### config.mk
export PLATFORM = sky130hd
export DESIGN_NAME = rspc_top
export DESIGN_NICKNAME = d
export VERILOG_FILES = /design/src/rspc_pkg.sv /design/src/rspc_top.sv /design/src/rspc_clk_out.sv
export SDC_FILE = /design/constraint.sdc
export NUM_CORES = 1
export LEC_CHECK = 0
export ABC_AREA = 0
export BUFFER_PORTS_ARGS = -buffer_cell sky130_fd_sc_hd__clkbuf_2
export CORE_MARGIN = 5
export CORE_UTILIZATION = 45
export DETAILED_ROUTE_END_ITERATION = 7
export PLACE_DENSITY = 0.74
export REMOVE_ABC_BUFFERS = 1
export SYNTH_ARGS = -nofsm -noshare
export SYNTH_HDL_FRONTEND = slang
export SYNTH_SLANG_ARGS = --single-unit
### constraint.sdc
create_clock -name core_clk -period 5.6 [get_ports core_clk]
set_input_delay 0.56 -clock core_clk [delete_from_list [all_inputs] [get_ports core_clk]]
set_output_delay 0.56 -clock core_clk [all_outputs]
set_load 0.01 [all_outputs]
### src/rspc_pkg.sv
// Shared types and constants for the reset, sleep and power pin control block.
package rspc_pkg;

  localparam int unsigned CLK_HZ          = 200_000_000;
  // Fault pulse minimum and supply settling time, in microseconds.
  localparam int unsigned FAULT_MIN_US    = 1000;
  localparam int unsigned SETTLE_US       = 10000;
  localparam int unsigned FAULT_MIN_CYC   = FAULT_MIN_US * (CLK_HZ / 1_000_000);
  localparam int unsigned SETTLE_CYC      = SETTLE_US * (CLK_HZ / 1_000_000);
  // Cycles between hard reset release and release of the reset output.
  localparam int unsigned RELEASE_CYC     = 16;
  localparam logic [31:0] BOOT_ADDR       = 32'h0000_0000;
  localparam int unsigned BOOT_SEL_W      = 3;

  // Shared pin function selects.
  localparam logic [1:0]  PIN_FN_GPIO     = 2'h0;
  localparam logic [1:0]  PIN_FN_RTC_TICK = 2'h1;
  localparam logic [1:0]  PIN_FN_MAIN_CLK = 2'h2;
  localparam logic [1:0]  PIN_FN_SLOW_CLK = 2'h3;

  typedef enum logic [3:0] {
    RSPC_RESET = 4'b0001,
    RSPC_RUN   = 4'b0010,
    RSPC_SLEEP = 4'b0100,
    RSPC_WAKE  = 4'b1000
  } rspc_state_t;

  typedef struct packed {
    logic battery_fault_n;
    logic supply_fault_n;
    logic wakeup_event;
    logic watchdog_reset;
    logic gpio_reset;
    logic sleep_request;
    logic fault_to_sleep;
  } rspc_ctrl_t;

  typedef struct packed {
    logic        core_power_request;
    logic        system_reset_out_n;
    logic        core_reset;
    logic        abort_instruction;
    logic        fault_exception;
    logic        asleep;
    logic [31:0] start_address;
    logic [BOOT_SEL_W-1:0] boot_device;
  } rspc_stat_t;

endpackage : rspc_pkg

### src/rspc_top.sv
// Reset, sleep and core power pin sequencing logic.
//
// Overview of operation
// - Power request high, low in sleep
// - Battery fault: sleep or unmaskable exception
// - Ignore wakeups while battery fault asserted
// - Supply fault: sleep or unmaskable exception
// - Ignore supply fault until settling expires
// - Hard reset level sensitive, aborts instruction
// - Start execution at address zero
// - Reset output follows hard reset, delayed release
// - Reset output for soft resets, sleep
// - Read three-bit boot device select
// - Drive tick and oscillator clocks out
module rspc_top
  import rspc_pkg::*;
#(
  parameter int unsigned SETTLE_CYCLES  = SETTLE_CYC,
  parameter int unsigned RELEASE_CYCLES = RELEASE_CYC,
  parameter int unsigned MAIN_DIV       = 27,
  parameter int unsigned SLOW_DIV       = 3052,
  parameter int unsigned TICK_DIV       = 32768
) (
  input  wire logic                  core_clk,
  input  wire logic                  resetn,
  input  wire logic                  hard_reset_n,
  input  wire rspc_pkg::rspc_ctrl_t  ctrl,
  input  wire logic [2:0]            boot_sel,
  input  wire logic [1:0]            pin_function,
  output rspc_pkg::rspc_stat_t       stat,
  output logic                       clk_pin_out,
  output logic                       clk_pin_oe
);

  import rspc_pkg::*;

  // All sequencer state lives in one record so reset and next-state code stay in step.
  typedef struct packed {
    rspc_state_t           state;
    logic [23:0]           count;
    logic                  settled;
    logic [11:0]           main_div;
    logic [11:0]           slow_div;
    logic                  main_en;
    logic                  slow_en;
    rspc_stat_t            out;
  } rspc_top_st_t;

  rspc_top_st_t st;
  rspc_top_st_t next_st;

  logic batt_fault;
  logic vdd_fault;
  logic soft_reset;
  logic any_fault;
  logic sleep_entry;
  logic wake_allowed;

  assign batt_fault   = ~ctrl.battery_fault_n;
  assign vdd_fault    = ~ctrl.supply_fault_n & st.settled;
  assign soft_reset   = ctrl.watchdog_reset | ctrl.gpio_reset;
  // Either fault pin gets the same response; which one fired is not recorded.
  assign any_fault    = batt_fault | vdd_fault;
  // A fault takes the sleep path only when software chose it over the exception.
  assign sleep_entry  = ctrl.sleep_request | (any_fault & ctrl.fault_to_sleep);
  // Wakeups are refused for as long as the battery fault stands.
  assign wake_allowed = ctrl.wakeup_event & ~batt_fault;

  always_comb begin
    next_st = st;
    next_st.out.abort_instruction = 1'b0;
    next_st.out.fault_exception   = 1'b0;
    // Enables for the oscillator clock outputs, derived from the single core clock.
    // Each enable toggles a level, so a level runs at half the enable rate.
    next_st.main_en = 1'b0;
    next_st.slow_en = 1'b0;
    if (st.main_div == 12'(MAIN_DIV - 1)) begin
      next_st.main_div = 12'h000;
      next_st.main_en  = 1'b1;
    end else begin
      next_st.main_div = st.main_div + 12'h001;
    end
    if (st.slow_div == 12'(SLOW_DIV - 1)) begin
      next_st.slow_div = 12'h000;
      next_st.slow_en  = 1'b1;
    end else begin
      next_st.slow_div = st.slow_div + 12'h001;
    end

    // One down counter serves the release delay and the settling wait, never both at once.
    if (st.count != 24'h000000) begin
      next_st.count = st.count - 24'h000001;
    end
    // Hard reset is looked at before the state, so the pin alone recovers any state.
    if (!hard_reset_n) begin
      next_st.state                  = RSPC_RESET;
      next_st.out.abort_instruction  = (st.state != RSPC_RESET);
      next_st.out.core_reset         = 1'b1;
      next_st.out.system_reset_out_n = 1'b0;
      next_st.out.core_power_request = 1'b1;
      next_st.out.asleep             = 1'b0;
      next_st.settled                = 1'b1;
      next_st.count                  = 24'(RELEASE_CYCLES);
    end else begin
      case (st.state)
        // Release delay: the core stays held until the counter runs out.
        RSPC_RESET: begin
          if (st.count == 24'h000000) begin
            next_st.out.system_reset_out_n = 1'b1;
            next_st.out.core_reset         = 1'b0;
            next_st.out.start_address      = BOOT_ADDR;
            // Boot select is sampled once, at release, so later pin changes do not matter.
            // capture boot select
            next_st.out.boot_device        = boot_sel;
            next_st.state                  = RSPC_RUN;
          end
        end

        // Running: soft resets win over sleep, and sleep wins over the exception.
        RSPC_RUN: begin
          if (soft_reset) begin
            next_st.out.system_reset_out_n = 1'b0;
            next_st.out.core_reset         = 1'b1;
            next_st.count                  = 24'(RELEASE_CYCLES);
            next_st.state                  = RSPC_RESET;
          end else if (sleep_entry) begin
            next_st.out.core_power_request = 1'b0;
            next_st.out.system_reset_out_n = 1'b0;
            next_st.out.core_reset         = 1'b1;
            next_st.out.asleep             = 1'b1;
            next_st.state                  = RSPC_SLEEP;
          end else if (any_fault) begin
            // The exception repeats every cycle the fault stands; nothing here masks it.
            // unmaskable exception
            next_st.out.fault_exception = 1'b1;
          end
        end

        // Asleep: core power is off and only a permitted wakeup or a hard reset leaves.
        RSPC_SLEEP: begin
          if (wake_allowed) begin
            next_st.out.core_power_request = 1'b1;
            next_st.settled                = 1'b0;
            next_st.count                  = 24'(SETTLE_CYCLES);
            next_st.state                  = RSPC_WAKE;
          end
        end

        // Settling: faults are not acted on until the supply timer expires.
        RSPC_WAKE: begin
          if (st.count == 24'h000000) begin
            next_st.settled    = 1'b1;
            next_st.out.asleep = 1'b0;
            next_st.count      = 24'(RELEASE_CYCLES);
            next_st.state      = RSPC_RESET;
          end
        end

        default: begin
          next_st.state = RSPC_RESET;
        end
      endcase
    end
  end

  always_ff @(posedge core_clk or negedge resetn) begin
    if (!resetn) begin
      // Each field is written once, so the power request is high from the first edge.
      st.state                  <= RSPC_RESET;
      st.count                  <= 24'(RELEASE_CYCLES);
      st.settled                <= 1'b1;
      st.main_div               <= 12'h000;
      st.slow_div               <= 12'h000;
      st.main_en                <= 1'b0;
      st.slow_en                <= 1'b0;
      st.out.core_power_request <= 1'b1;
      st.out.system_reset_out_n <= 1'b0;
      st.out.core_reset         <= 1'b1;
      st.out.abort_instruction  <= 1'b0;
      st.out.fault_exception    <= 1'b0;
      st.out.asleep             <= 1'b0;
      st.out.start_address      <= '0;
      st.out.boot_device        <= '0;
    end else begin
      st <= next_st;
    end
  end

  // Outputs come straight from flip-flops; nothing combinational reaches the pins.
  assign stat = st.out;

  rspc_clk_out #(
    .TICK_DIV (TICK_DIV)
  ) u_clk_out (
    .core_clk     (core_clk),
    .resetn       (resetn),
    .main_clk_en  (st.main_en),
    .slow_clk_en  (st.slow_en),
    .pin_function (pin_function),
    .pin_out      (clk_pin_out),
    .pin_oe       (clk_pin_oe)
  );

endmodule : rspc_top

### src/rspc_clk_out.sv
// Shared pin clock output mux with slow clock tick generation.
module rspc_clk_out
  import rspc_pkg::*;
#(
  parameter int unsigned TICK_DIV = 32768
) (
  input  wire logic       core_clk,
  input  wire logic       resetn,
  input  wire logic       main_clk_en,
  input  wire logic       slow_clk_en,
  input  wire logic [1:0] pin_function,
  output logic            pin_out,
  output logic            pin_oe
);

  import rspc_pkg::*;

  typedef struct packed {
    logic [15:0] div;
    logic        rtc_tick;
    logic        main_lvl;
    logic        slow_lvl;
    logic        out;
    logic        oe;
  } rspc_clk_st_t;

  rspc_clk_st_t st;
  rspc_clk_st_t next_st;

  always_comb begin
    next_st = st;
    if (main_clk_en) begin
      next_st.main_lvl = ~st.main_lvl;
    end
    if (slow_clk_en) begin
      next_st.slow_lvl = ~st.slow_lvl;
      // Two enables make one slow clock period, so only the rising half is counted;
      // counting every enable would run the tick at twice its rate.
      if (!st.slow_lvl) begin
        if (st.div == 16'(TICK_DIV - 1)) begin
          next_st.div = 16'h0000;
        end else begin
          next_st.div = st.div + 16'h0001;
        end
      end
      // The tick is high for the first half of each run of TICK_DIV slow periods.
      next_st.rtc_tick = (next_st.div < 16'(TICK_DIV / 2));
    end
    case (pin_function)
      PIN_FN_RTC_TICK: next_st.out = st.rtc_tick;
      PIN_FN_MAIN_CLK: next_st.out = st.main_lvl;
      PIN_FN_SLOW_CLK: next_st.out = st.slow_lvl;
      default:         next_st.out = 1'b0;
    endcase
    next_st.oe = (pin_function != PIN_FN_GPIO);
  end

  always_ff @(posedge core_clk or negedge resetn) begin
    if (!resetn) begin
      st <= '0;
    end else begin
      st <= next_st;
    end
  end

  assign pin_out = st.out;
  assign pin_oe  = st.oe;

endmodule : rspc_clk_out

# Word-level counts from Yosys, hierarchy flattened
# Cells that the tools add are included.
dict set report word_totals {
  reg_bits 85
  out_inout_bits 43
}
dict set report op_classes {
  addsub 4
  order_cmp 1
  eq_ne 21
  n_mux 37
  n_bitwise 10
  n_reduce_logical 9
}
# op count
set ops {}
lappend ops {{$mux W29} 3}
lappend ops {{$pmux W24 S3} 1}
lappend ops {{$mux W16} 3}
lappend ops {{$mux W24} 2}
lappend ops {{$add A12 B1 Y12 const B} 2}
lappend ops {{$logic_not A24 Y1} 1}
lappend ops {{$mux W12} 2}
lappend ops {{$reduce_bool A24 Y1} 1}
lappend ops {{$sub A24 B1 Y24 const B} 1}
lappend ops {{$add A16 B1 Y16 const B} 1}
lappend ops {{$eq A16 B15 Y1 const B} 1}
lappend ops {{$lt A16 B15 Y1 const B} 1}
lappend ops {{$pmux W4 S4} 1}
lappend ops {{$ne A3 B3 Y1 const B} 5}
lappend ops {{$eq A12 B12 Y1 const B} 1}
lappend ops {{$eq A12 B5 Y1 const B} 1}
lappend ops {{$mux W1} 12}
lappend ops {{$mux W4} 3}
lappend ops {{$ne A3 B1 Y1 const B} 4}
lappend ops {{$reduce_and A4 Y1} 3}
lappend ops {{$reduce_and A3 Y1} 3}
lappend ops {{$mux W2} 3}
lappend ops {{$mux W3} 2}
lappend ops {{$pmux W1 S2} 3}
lappend ops {{14 further kinds} 22}

# Logic depth before layout (Yosys ltp)
# Gate-level depths: netlist of the first run.
dict set report logic_depth {
  word_depth 9
  ltp_mapped 10
}

# Hierarchy
# From an unflattened synthesis of the first run, not the netlist that was laid out.
dict set report unflattened {
  hier_cells 439
  hier_area_um2 4459.3
}
# mod n_inst cells_each area_each_um2 seq_area_each_um2
set modules_own_cells {}
lappend modules_own_cells {rspc_top 1 342 3449.6 1607.8}
lappend modules_own_cells {rspc_clk_out 1 97 1009.7 525.5}

# Worst setup path before layout of the first run
# No wires, ideal clock.
dict set report synth_timing {
  kind {register -> register}
  from {register st[68] (netlist name)}
  to {register st[71] (netlist name)}
  setup_ps 122
  arrival_ps 1954
  required_ps 5478
  slack_ps 3524
  path_stages_with_launch 10
  n_path_buf 2
  synth_period_minus_slack_ps 2076
  path_cell_list {dfrtp_1 -> inv_1 -> ha_1 -> nor4b_1 -> nand4_1 -> clkbuf_1 -> nor2_1 -> o21a_1 -> buf_2 -> nor2_1}
}
# element line_no
set synth_lines {}
lappend synth_lines {{from (decl)} rspc_top.sv:49} ;# rspc_top_st_t st;
lappend synth_lines {{from (signal assigned)} rspc_top.sv:185} ;# st <= next_st;

# Worst setup path in the final report of the first run
dict set report layout_timing {
  from {register st[68] (netlist name)}
  to {register st (netlist bit stat[2])}
}
dict set report layout_between {
  elab_chain_len 2
}
# element line_no
set layout_rtl {}
lappend layout_rtl {{$logic_not A24 Y1} rspc_top.sv:108} ;# if (st.count == 24'h000000) begin
lappend layout_rtl {{$reduce_and A3 Y1 (no source line)} --}
# Every way passes these cells.
# A chain may end at the register's enable or synchronous reset.

==> results_dict.tcl, run 1 <==
set metrics [dict create \
    status "finished, final reports clean" \
    numCtsBuffers 9 \
    fraction_of_power_spent_switching_nets 0.3476 \
    power.density_mw_per_mm2 347.6 \
    drc 0 \
    final_net_count 482 \
    worst-endpoint-arrival_ps 2900 \
    post_cts.resized_instances 0 \
    yosys.area_share.adder 0.01675 \
    global_route.overflow_total 0 \
    drt-wirelength-per-cell_um 13.87 \
    cts.hold.buffers_added 0 \
    worst_case_clock_buffer_depth 2 \
    grt_pass1_wl_mm 14.73 \
    finish.utilization 0.4896 \
    setup_slack_ps 2955 \
    final_slew_violations 0 \
    clock-skew-final_ps 9.802 \
    finalWorstPathRequiredPeriod_ps 2645 \
    vias 3105 \
    yosys_warnings 0 \
    hold_ws_ps 350.0 \
    sequential_cell_fraction_of_total_power 0.452 \
    synth-edff-count 0 \
    crit_slowest_cell "sky130_fd_sc_hd__nor4_2" \
    cts_tree "yes" \
    final_cycle_utilization_of_the_critical_path 0.4724 \
    synth_compound_gate_area_share 0.09436 \
    placeableCoreArea_mm2 0.009729 \
    synth_seq_cells 85 \
    cap_violations 0 \
    cp-startpoint "st[68]" \
    multiInputGateArea_mm2 0.002085 \
    drt_iter0_drc 210 \
    design.die.area_mm2 0.01205 \
    worstPathRequired_ps 5860 \
    tightest_slew_ps 1133 \
    placed_cell_area_mm2 0.004546 \
    clockPowerShare 0.283 \
    synth.avg_cell_area_um2 10.09 \
    worst_path_fanout_max 11 \
    setup_violations 0 \
    antenna_found_initial 0 \
    power_frac_comb 0.265 \
    fin_total_pwr_mw 1.656 \
    type_of_the_worst_setup_path "register to register" \
    place_inst 583 \
    maximum_number_of_pins_on_one_net_before_global_route_repair 86 \
    clkSinkCount 85 \
    synthCells 444 \
    globalRouteTotalUtil 0.1550 \
    detailedPlace.worstSlack_ps 2982 \
    yosysUniqueCellTypes 54 \
    postSynth.topFlopCell "sky130_fd_sc_hd__dfrtp_1" \
    cell_internal_pwr_mw 1.080 \
    grt_setup_unrepaired "no" \
    weighted_congestion_at_the_end_of_routability_driven_global_placement 0.8392 \
    critical_path.endpoint_type "register" \
    critPathMaxStageDelay_ps 500 \
    drive_above_1_share 0.1395 \
    die_height_um 109.8 \
    setup.worst_path.start_class "register" \
    hold_violations 0 \
    synthSimpleGateAreaFrac 0.2189 \
    synth_async_sr_flop_share 1.000 \
    std_cell_rows 36 \
    synthDominantCellAreaShare 0.4467 \
    clock_latency_ps 370 \
    clk_root_buffer_cell "sky130_fd_sc_hd__clkbuf_8" \
    final.setup.tns_ps 0 \
    max_freq_mhz 378.0 \
    placement.io_buffers 25 \
    floorplan.die.width_um 109.8 \
    syn2layout_area_growth_pct 6.281 \
    firstDrtPassIters 4 \
    h-tree-depth 3 \
    antenna_violating_nets_post_route 0 \
    dp.final_hpwl_mm 5.872 \
    yosys.area_share.xor_xnor 0.09576 \
    final_cell_area_mm2 0.004763 \
    nFillCells 916 \
    worstPathCellList "inv_1 -> ha_1 -> nor4b_1 -> nand4_1 -> nor4_2 -> nand2_1 -> mux2_2" \
    rr_startpoint "st[68]" \
    drt_wl_total_mm 8.308 \
    pin_count 58 \
    drt-vias-per-instance 5.184 \
    start_util 0.4606 \
    antenna_cells 0 \
    fin_cells 599 \
    total_leakage_power_nw 2.096 \
    mappedNetlistArea_mm2 0.004482 \
    first_global_vias 3107 \
    largest_family_of_logic_cells_by_synthesized_area "simple AND/OR/NAND/NOR gates" \
    slew-limit-headroom 0.2386 \
    layout.area.seq_mm2 0.002133 \
    worst_ir_drop_vdd_mv 0.2764 \
    timing.hold.worst.class "primary input to async pin" \
    synth_top_cell_by_area "sky130_fd_sc_hd__dfrtp_1" \
    register_area_share_after_synthesis 0.4760 \
    synth.area.top_cells "sky130_fd_sc_hd__dfrtp_1 45%, sky130_fd_sc_hd__buf_4 6.9%, sky130_fd_sc_hd__xnor2_1 5.9%, sky130_fd_sc_hd__nor2_1 3.8%, sky130_fd_sc_hd__xor2_1 3.7%" \
    clkSlewWorstSetupHoldPaths_ps 90 \
    power_switching_uw 575.5 \
    synthMuxAreaShare 0.01256 \
    cts_setup_buffers 0 \
]
[cell usage in the layout (no fill, tap or decap), types with 19 or more instances in the layout]
master	synthesis	layout
sky130_fd_sc_hd__o21ai_0	22	22
sky130_fd_sc_hd__conb_1	1	32
sky130_fd_sc_hd__clkbuf_2	0	24
sky130_fd_sc_hd__xor2_1	19	19
sky130_fd_sc_hd__dfrtp_1	80	80
sky130_fd_sc_hd__xnor2_1	30	30
sky130_fd_sc_hd__nand2_1	28	28
sky130_fd_sc_hd__nor2_1	45	45
sky130_fd_sc_hd__nand3_1	21	21
[layout make-up]
cell class / count / area share
repair buffers: 25 / 0.02679
clock inverters: 5 / 0.01392
clock buffers: 11 / 0.03178
multi-input cells: 331 / 0.4376
inverters: 9 / 0.007092
flip-flops and latches: 85 / 0.4479
well taps: 133 / 0.03494
[final timing paths]
path | to | depth (start not counted) | slack, ps
setup / recovery | stat[2] | 7 | 2950
hold / removal | stat[35] | 1 | 350
setup reg to reg | stat[2] | 7 | 2950
hold reg to reg | u_clk_out.st[3] | 1 | 430
max in group asynchronous | st[73] | 1 | 4570
min in group core_clk | stat[1] | 2 | 420
[cells in the mapped netlist, types with 3 or more instances]
master,number
sky130_fd_sc_hd__a211oi_1,4
sky130_fd_sc_hd__a21oi_1,13
sky130_fd_sc_hd__a31oi_1,4
sky130_fd_sc_hd__and2_1,3
sky130_fd_sc_hd__and3_1,7
sky130_fd_sc_hd__and4_1,5
sky130_fd_sc_hd__buf_2,4
sky130_fd_sc_hd__buf_4,41
sky130_fd_sc_hd__clkbuf_1,5
sky130_fd_sc_hd__dfrtp_1,80
sky130_fd_sc_hd__dfstp_2,5
sky130_fd_sc_hd__ha_1,6
sky130_fd_sc_hd__inv_1,9
sky130_fd_sc_hd__mux2_2,5
sky130_fd_sc_hd__nand2_1,28
sky130_fd_sc_hd__nand2b_1,8
sky130_fd_sc_hd__nand3_1,21
sky130_fd_sc_hd__nand4_1,9
sky130_fd_sc_hd__nor2_1,45
sky130_fd_sc_hd__nor2b_1,5
sky130_fd_sc_hd__nor3_1,13
sky130_fd_sc_hd__nor4_1,4
sky130_fd_sc_hd__nor4_4,3
sky130_fd_sc_hd__nor4b_1,5
sky130_fd_sc_hd__o211ai_1,3
sky130_fd_sc_hd__o21ai_0,22
sky130_fd_sc_hd__or3_1,7
sky130_fd_sc_hd__xnor2_1,30
sky130_fd_sc_hd__xor2_1,19
[worst max-delay path, delay by kind of cell (launching register included)]
| kind | cells | cell delay (ps) |
|---|---|---|
| adders and majority gates | 1 | 200 |
| and+or+nand+nor | 4 | 1470 |
| DFF | 1 | 450 |
| muxes | 1 | 310 |
| buffers and inverters | 1 | 110 |
[state kept, by name (all words and copies together) (netlist names)]
register           flops
st                    55
u_clk_out.st          19
stat                   9
u_clk_out.pin_oe       1
u_clk_out.pin_out      1
[cell families after synthesis]
| group | count (synthesis) |
|---|---|
| AOI/OAI and AO/OA | 64 |
| adders and majority gates | 6 |
| muxes | 5 |
| DFF | 85 |
| buffers and inverters | 59 |
| xor gates and xnor gates | 49 |
| and+or+nand+nor | 175 |
| other | 1 |
[power groups by stage]
stage / logic [mW] / registers (mW) / clock network [mW]
floorplan: 0.324 / 0.752 / 0
global placement: 0.430 / 0.754 / 0
detailed placement: 0.436 / 0.757 / 0
CTS: 0.438 / 0.747 / 0.479
global route: 0.496 / 0.759 / 0.506
finish: 0.439 / 0.748 / 0.469
[per-layer routing]
layer | global-route usage | part of all wire | up-vias
li1 | - | - | 1520
met1 | 0.2097 | 0.47 | 1509
met2 | 0.2396 | 0.48 | 65
met3 | 0.03699 | 0.041 | 11
met4 | 0.06144 | 0.016 | 0
met5 | 0 | 0 | -
Note: power is estimated with default switching activity, not from simulation.
==> inputs of run 2 (changes only) <==
- PLACE_DENSITY: 0.74 -> 0.76
- clock period: 5.6 -> 2.4 ns (I/O delays scaled with it)
==> run 2 against run 1 <==
  * Critical path type unchanged
  * Utilization up 1.5 points
  * Largest power group unchanged
  * Cell count up 2.8%
  * Largest cell class unchanged
  * Critical endpoint is now stat[0]
  * Register-to-register slack worse by 2700 ps
==> results_dict.tcl, run 2 (same netlist as run 1, synthesis figures left out) <==
set metrics [dict create \
    status "finished, final reports clean" \
    total_leakage_power_nw 2.181 \
    place_inst 599 \
    clkSlewWorstSetupHoldPaths_ps 80 \
    cap_violations 0 \
    dp.final_hpwl_mm 6.237 \
    drt-vias-per-instance 5.247 \
    drive_above_1_share 0.1739 \
    numCtsBuffers 9 \
    timing.hold.worst.class "primary input to register" \
    first_global_vias 3306 \
    final_net_count 499 \
    h-tree-depth 3 \
    globalRouteTotalUtil 0.1600 \
    design.die.area_mm2 0.01205 \
    worst_path_fanout_max 4 \
    hold_violations 0 \
    final_cell_area_mm2 0.004908 \
    clkSinkCount 85 \
    antenna_found_initial 0 \
    finalWorstPathRequiredPeriod_ps 2182 \
    final_cycle_utilization_of_the_critical_path 0.9091 \
    slew-limit-headroom 0.5198 \
    fin_cells 616 \
    tightest_slew_ps 717.2 \
    firstDrtPassIters 4 \
    worst_case_clock_buffer_depth 2 \
    drt_wl_total_mm 8.700 \
    regMostFlops "st" \
    worst_ir_drop_vdd_mv 0.5583 \
    critical_path.endpoint_type "register" \
    largest_reg_flops 55 \
    final_slew_violations 0 \
    mostFrequentLayoutCells "80 x sky130_fd_sc_hd__dfrtp_1, 44 x sky130_fd_sc_hd__nor2_1, 32 x sky130_fd_sc_hd__conb_1" \
    clock_latency_ps 370 \
    placeableCoreArea_mm2 0.009729 \
    worst-endpoint-arrival_ps 2440 \
    fin_total_pwr_mw 4.013 \
    clk_root_buffer_cell "sky130_fd_sc_hd__clkbuf_8" \
    type_of_the_worst_setup_path "register to register" \
    antenna_cells 0 \
    syn2layout_area_growth_pct 9.520 \
    die_height_um 109.8 \
    std_cell_rows 36 \
    layout_commonest_cell "sky130_fd_sc_hd__dfrtp_1" \
    start_util 0.4606 \
    floorplan.die.width_um 109.8 \
    placed_cell_area_mm2 0.004666 \
    maximum_number_of_pins_on_one_net_before_global_route_repair 45 \
    vias 3232 \
    clock-skew-final_ps 11.60 \
    grt_setup_unrepaired "no" \
    power.density_mw_per_mm2 817.5 \
    cts_tree "yes" \
    setup_violations 0 \
    drt_iter0_drc 133 \
    final.setup.tns_ps 0 \
    worstPathRequired_ps 2650 \
    weighted_congestion_at_the_end_of_routability_driven_global_placement 0.8541 \
    drc 0 \
    placement.io_buffers 25 \
    pin_count 58 \
    drt-wirelength-per-cell_um 14.12 \
    max_freq_mhz 458.3 \
    nFillCells 896 \
    antenna_violating_nets_post_route 0 \
    setup.worst_path.start_class "register" \
    global_route.overflow_total 0 \
    grt_pass1_wl_mm 15.24 \
]
[run 2: layout make-up]
cell class | count | area (um2) | share of cell area
Tap cell | 133 | 166.4 | 0.03390
Clock inverter | 6 | 71.32 | 0.01453
Timing Repair Buffer | 42 | 257.7 | 0.05251
Inverter | 9 | 33.78 | 0.006882
Multi-Input combinational cell | 331 | 2108 | 0.4295
Sequential cell | 85 | 2133 | 0.4346
Clock buffer | 10 | 137.6 | 0.02804
[run 2: path summary, 6_finish.rpt]
kind	slack (ps)	to	startpoint	cells after the start
min in group asynchronous	410	st[68]	resetn	2
max in group asynchronous	1250	stat[38]	resetn	3
setup / recovery	220	stat[0]	st[68]	7
hold / removal	110	stat[1]	boot_sel[1]	2
hold reg to reg	450	u_clk_out.st[3]	st[42]	1
setup reg to reg	220	stat[0]	st[68]	7
[run 2: repair_timing]
| action | CTS | global route |
|---|---|---|
| endpoints found under the hold margin | 38 | 0 |
| setup buffers | 0 | 0 |
| hold buffers | 1 | 0 |
| setup endpoints to repair | 0 | 4 |
| gates resized for setup | 0 | 4 |
[run 2: metal layers]
layer | share of wire | track usage | routed length (um)
met1 | 0.45 | 0.2096 | 3887
met5 | 0 | 0 | 0
met3 | 0.049 | 0.03699 | 426
met4 | 0.019 | 0.06322 | 169
met2 | 0.48 | 0.2565 | 4217
[run 2: critical path, stage by stage (launching register included)]
cell	delay [ps]
sky130_fd_sc_hd__dfrtp_1	380
sky130_fd_sc_hd__inv_1	90
sky130_fd_sc_hd__ha_1	230
sky130_fd_sc_hd__nor4b_2	240
sky130_fd_sc_hd__nand4_1	290
sky130_fd_sc_hd__nor4_4	360
sky130_fd_sc_hd__nand2_1	190
sky130_fd_sc_hd__mux2_2	300
[run 2: report_power, final]
part	switching, mW	internal [mW]	leakage, nW
Sequential	0.154	1.58	1.12
Clock	0.532	0.518	0.104
Combinational	0.731	0.500	0.956
Total	1.42	2.60	2.18
[run 2: metrics by stage]
step                hold WS [ps]    util  setup WS (ps)
global route               104.5  0.5045          23.50
CTS                        92.12  0.5021          164.1
finish                     105.6  0.5045          218.2
detailed placement         266.3  0.4796          164.3
global placement           264.3  0.4796          269.2
floorplan                 -55.59       -          208.0
==> inputs of run 3 (changes only) <==
- ABC_AREA: 0 -> 1
==> run 3 against run 2 <==
  * Synthesized cell count rose by 43%
  * Critical path type unchanged
  * Total power up 1.7%
  * Clock power is 4% lower
  * Hold slack worse by 41 ps
  * First-iteration DRC count is 82% higher
==> results_dict.tcl, run 3 <==
set metrics [dict create \
    met3_usage 0.03330 \
    cts.hold.buffers_added 1 \
    global_route.usage.met2 0.2521 \
    mappedNetlistArea_mm2 0.004893 \
    final_cell_area_mm2 0.005207 \
    synth_top_cell_by_area "sky130_fd_sc_hd__dfrtp_1" \
    final_net_count 683 \
    start_util 0.4554 \
    worst_ir_drop_vdd_mv 0.3448 \
    sequential_cell_fraction_of_total_power 0.424 \
    clockPowerShare 0.247 \
    firstDrtPassIters 4 \
    type_of_the_worst_setup_path "register to register" \
    vias 3948 \
    clkSinkCount 85 \
    layout.area.seq_mm2 0.002133 \
    globalRouteTotalUtil 0.1501 \
    postSynth.topFlopCell "sky130_fd_sc_hd__dfrtp_1" \
    synth.area.top_cells "sky130_fd_sc_hd__dfrtp_1 41%, sky130_fd_sc_hd__nand2_1 11%, sky130_fd_sc_hd__nor2_1 7.9%, sky130_fd_sc_hd__buf_4 6.3%, sky130_fd_sc_hd__inv_1 5.8%" \
    layout_commonest_cell "sky130_fd_sc_hd__nand2_1" \
    synthCells 637 \
    dp.final_hpwl_mm 7.074 \
    clk_root_buffer_cell "sky130_fd_sc_hd__clkbuf_8" \
    critical_path.endpoint_type "register" \
    drt-wirelength-per-cell_um 11.55 \
    drive_above_1_share 0.1139 \
    yosysMostFrequentCell "sky130_fd_sc_hd__nand2_1" \
    worstPathCellList "inv_1 -> ha_1 -> nand2_2 -> nor2_4 -> nand3_4 -> nand3_2 -> and2_1 -> buf_4 -> nor2_1" \
    finalWorstPathRequiredPeriod_ps 2101 \
    worstPathRequired_ps 2650 \
    clkSlewWorstSetupHoldPaths_ps 100 \
    nFillCells 1060 \
    timing.hold.worst.class "primary input to register" \
    grt_setup_unrepaired "no" \
    die_height_um 114.3 \
    antenna_found_initial 0 \
    first_global_vias 3854 \
    numCtsBuffers 9 \
    drt_wl_total_mm 9.320 \
    fraction_of_power_spent_switching_nets 0.4019 \
    synthDominantCellAreaShare 0.4091 \
    critPathMaxStageDelay_ps 380 \
    regMostFlops "st" \
    maximum_number_of_pins_on_one_net_before_global_route_repair 45 \
    pin_count 58 \
    register_area_share_after_synthesis 0.4359 \
    final.setup.tns_ps 0 \
    mostFrequentLayoutCells "138 x sky130_fd_sc_hd__nand2_1, 103 x sky130_fd_sc_hd__nor2_1, 80 x sky130_fd_sc_hd__dfrtp_1" \
    tightest_slew_ps 629.2 \
    grt_pass1_wl_mm 16.19 \
    post_synth_most_frequent_cells "138 x sky130_fd_sc_hd__nand2_1, 103 x sky130_fd_sc_hd__nor2_1, 80 x sky130_fd_sc_hd__dfrtp_1" \
    antenna_cells 0 \
    clock_latency_ps 360 \
    grt.met1_usage 0.1882 \
    post_cts.resized_instances 0 \
    setup_violations 0 \
    yosysUniqueCellTypes 37 \
    worst_case_clock_buffer_depth 2 \
    hold_ws_ps 64.64 \
    cp_top_family "simple AND/OR/NAND/NOR gates" \
    drc 0 \
    multiInputGateArea_mm2 0.002233 \
    final_cycle_utilization_of_the_critical_path 0.8756 \
    placement.io_buffers 25 \
    design.die.area_mm2 0.01306 \
    hold_violations 0 \
    critical_path.n_buffers_inverters 2 \
    drt_iter0_drc 242 \
    antenna_violating_nets_post_route 0 \
    synth.avg_cell_area_um2 7.682 \
    clock-skew-final_ps 11.95 \
    power_switching_mw 1.640 \
    largest_reg_flops 55 \
    yosys_warnings 0 \
    weighted_congestion_at_the_end_of_routability_driven_global_placement 0.9415 \
    syn2layout_area_growth_pct 6.418 \
    synth_async_sr_flop_share 1.000 \
    cts_setup_buffers 0 \
    worst_path_fanout_max 15 \
    final_slew_violations 0 \
    power.density_mw_per_mm2 783.6 \
    floorplan.die.width_um 114.3 \
    grt_busiest_layer "met2" \
    slew-limit-headroom 0.5770 \
    synth-edff-count 0 \
    max_freq_mhz 475.9 \
    drt-vias-per-instance 4.892 \
    worst-endpoint-arrival_ps 2350 \
    placed_cell_area_mm2 0.004997 \
    h-tree-depth 3 \
    placeableCoreArea_mm2 0.01075 \
    cell_internal_pwr_mw 2.441 \
    crit_slowest_cell "sky130_fd_sc_hd__dfrtp_1" \
    std_cell_rows 38 \
    power_frac_comb 0.329 \
    cts_tree "yes" \
    cap_violations 0 \
    setup.worst_path.start_class "register" \
    total_leakage_power_nw 2.569 \
    synth_seq_cells 85 \
    status "finished, final reports clean" \
    global_route.overflow_total 0 \
]
[run 3: cell types whose count changed in the layout (fill, tap and decap cells not counted), moves of 24 or more]
cell                      before  now
sky130_fd_sc_hd__xnor2_1      30    6
sky130_fd_sc_hd__nor2_1       44  103
sky130_fd_sc_hd__nand2_1      28  138
sky130_fd_sc_hd__nand3_1      21   53
sky130_fd_sc_hd__inv_1         9   75
[run 3: layer usage]
layer  wire length (um)  up-vias  part of all wire
met4                201        0             0.022
li1                   -     1988                 -
met1               4189     1840              0.45
met2               4412      101              0.47
met5                  0        -                 0
met3                516       19             0.055
[run 3: logic make-up (layout without fill, tap and decap cells)]
family,Yosys count,after routing,share of synthesized area
AOI/OAI and AO/OA,33,33,0.03630
xor gates and xnor gates,25,25,0.04475
adders and majority gates,6,6,0.01534
buffers and inverters,123,122,0.1314
DFF,85,85,0.4360
other,1,32,0.0007663
and+or+nand+nor,364,364,0.3355
[run 3: power by group through the flow]
| stage | Combinational (mW) | Clock (mW) | Sequential, mW |
|---|---|---|---|
| after floorplan | 0.996 | 0 | 1.73 |
| after global placement | 1.29 | 0 | 1.75 |
| after detailed placement | 1.32 | 0 | 1.75 |
| after CTS | 1.33 | 1.05 | 1.73 |
| after global routing | 1.52 | 1.10 | 1.76 |
| final | 1.34 | 1.01 | 1.73 |
[run 3: path summary, 6_finish.rpt]
| check | start | to | slack, ps | cells after the start |
|---|---|---|---|---|
| worst max register to register | st[68] | st[80] | 300 | 9 |
| worst min-delay path | ctrl[6] | stat[36] | 60 | 2 |
| min in group asynchronous | resetn | st[78] | 410 | 2 |
| max in group asynchronous | resetn | st[92] | 1330 | 3 |
| worst min register to register | u_clk_out.st[3] | u_clk_out.st[3] | 480 | 1 |
| worst max-delay path | st[68] | st[80] | 300 | 9 |
[run 3: area by class of cell]
cell class	count	area share
clock inverters	7	0.01466
flip-flops and latches	85	0.4097
multi-input cells	460	0.4289
inverters	76	0.05478
well taps	140	0.03364
clock buffers	9	0.02379
repair buffers	30	0.03460
[run 3: worst reg2reg max path: stages (launching register included)]
cell and delay [ps]:
sky130_fd_sc_hd__dfrtp_1 380, sky130_fd_sc_hd__inv_1 160, sky130_fd_sc_hd__ha_1 300, sky130_fd_sc_hd__nand2_2 130, sky130_fd_sc_hd__nor2_4 200, sky130_fd_sc_hd__nand3_4 210, sky130_fd_sc_hd__nand3_2 150, sky130_fd_sc_hd__and2_1 130
sky130_fd_sc_hd__buf_4 250, sky130_fd_sc_hd__nor2_1 80
[run 3: metrics by stage]
step / utilization / setup WS, ps / total power, mW / std cells
floorplan: - / 320.1 / 2.729 / 621
global placement: 0.4651 / 447.2 / 3.036 / 790
detailed placement: 0.4651 / 338.3 / 3.077 / 790
CTS: 0.4846 / 319.7 / 4.107 / 807
global route: 0.4846 / 172.9 / 4.379 / 807
finish: 0.4846 / 298.5 / 4.081 / 807
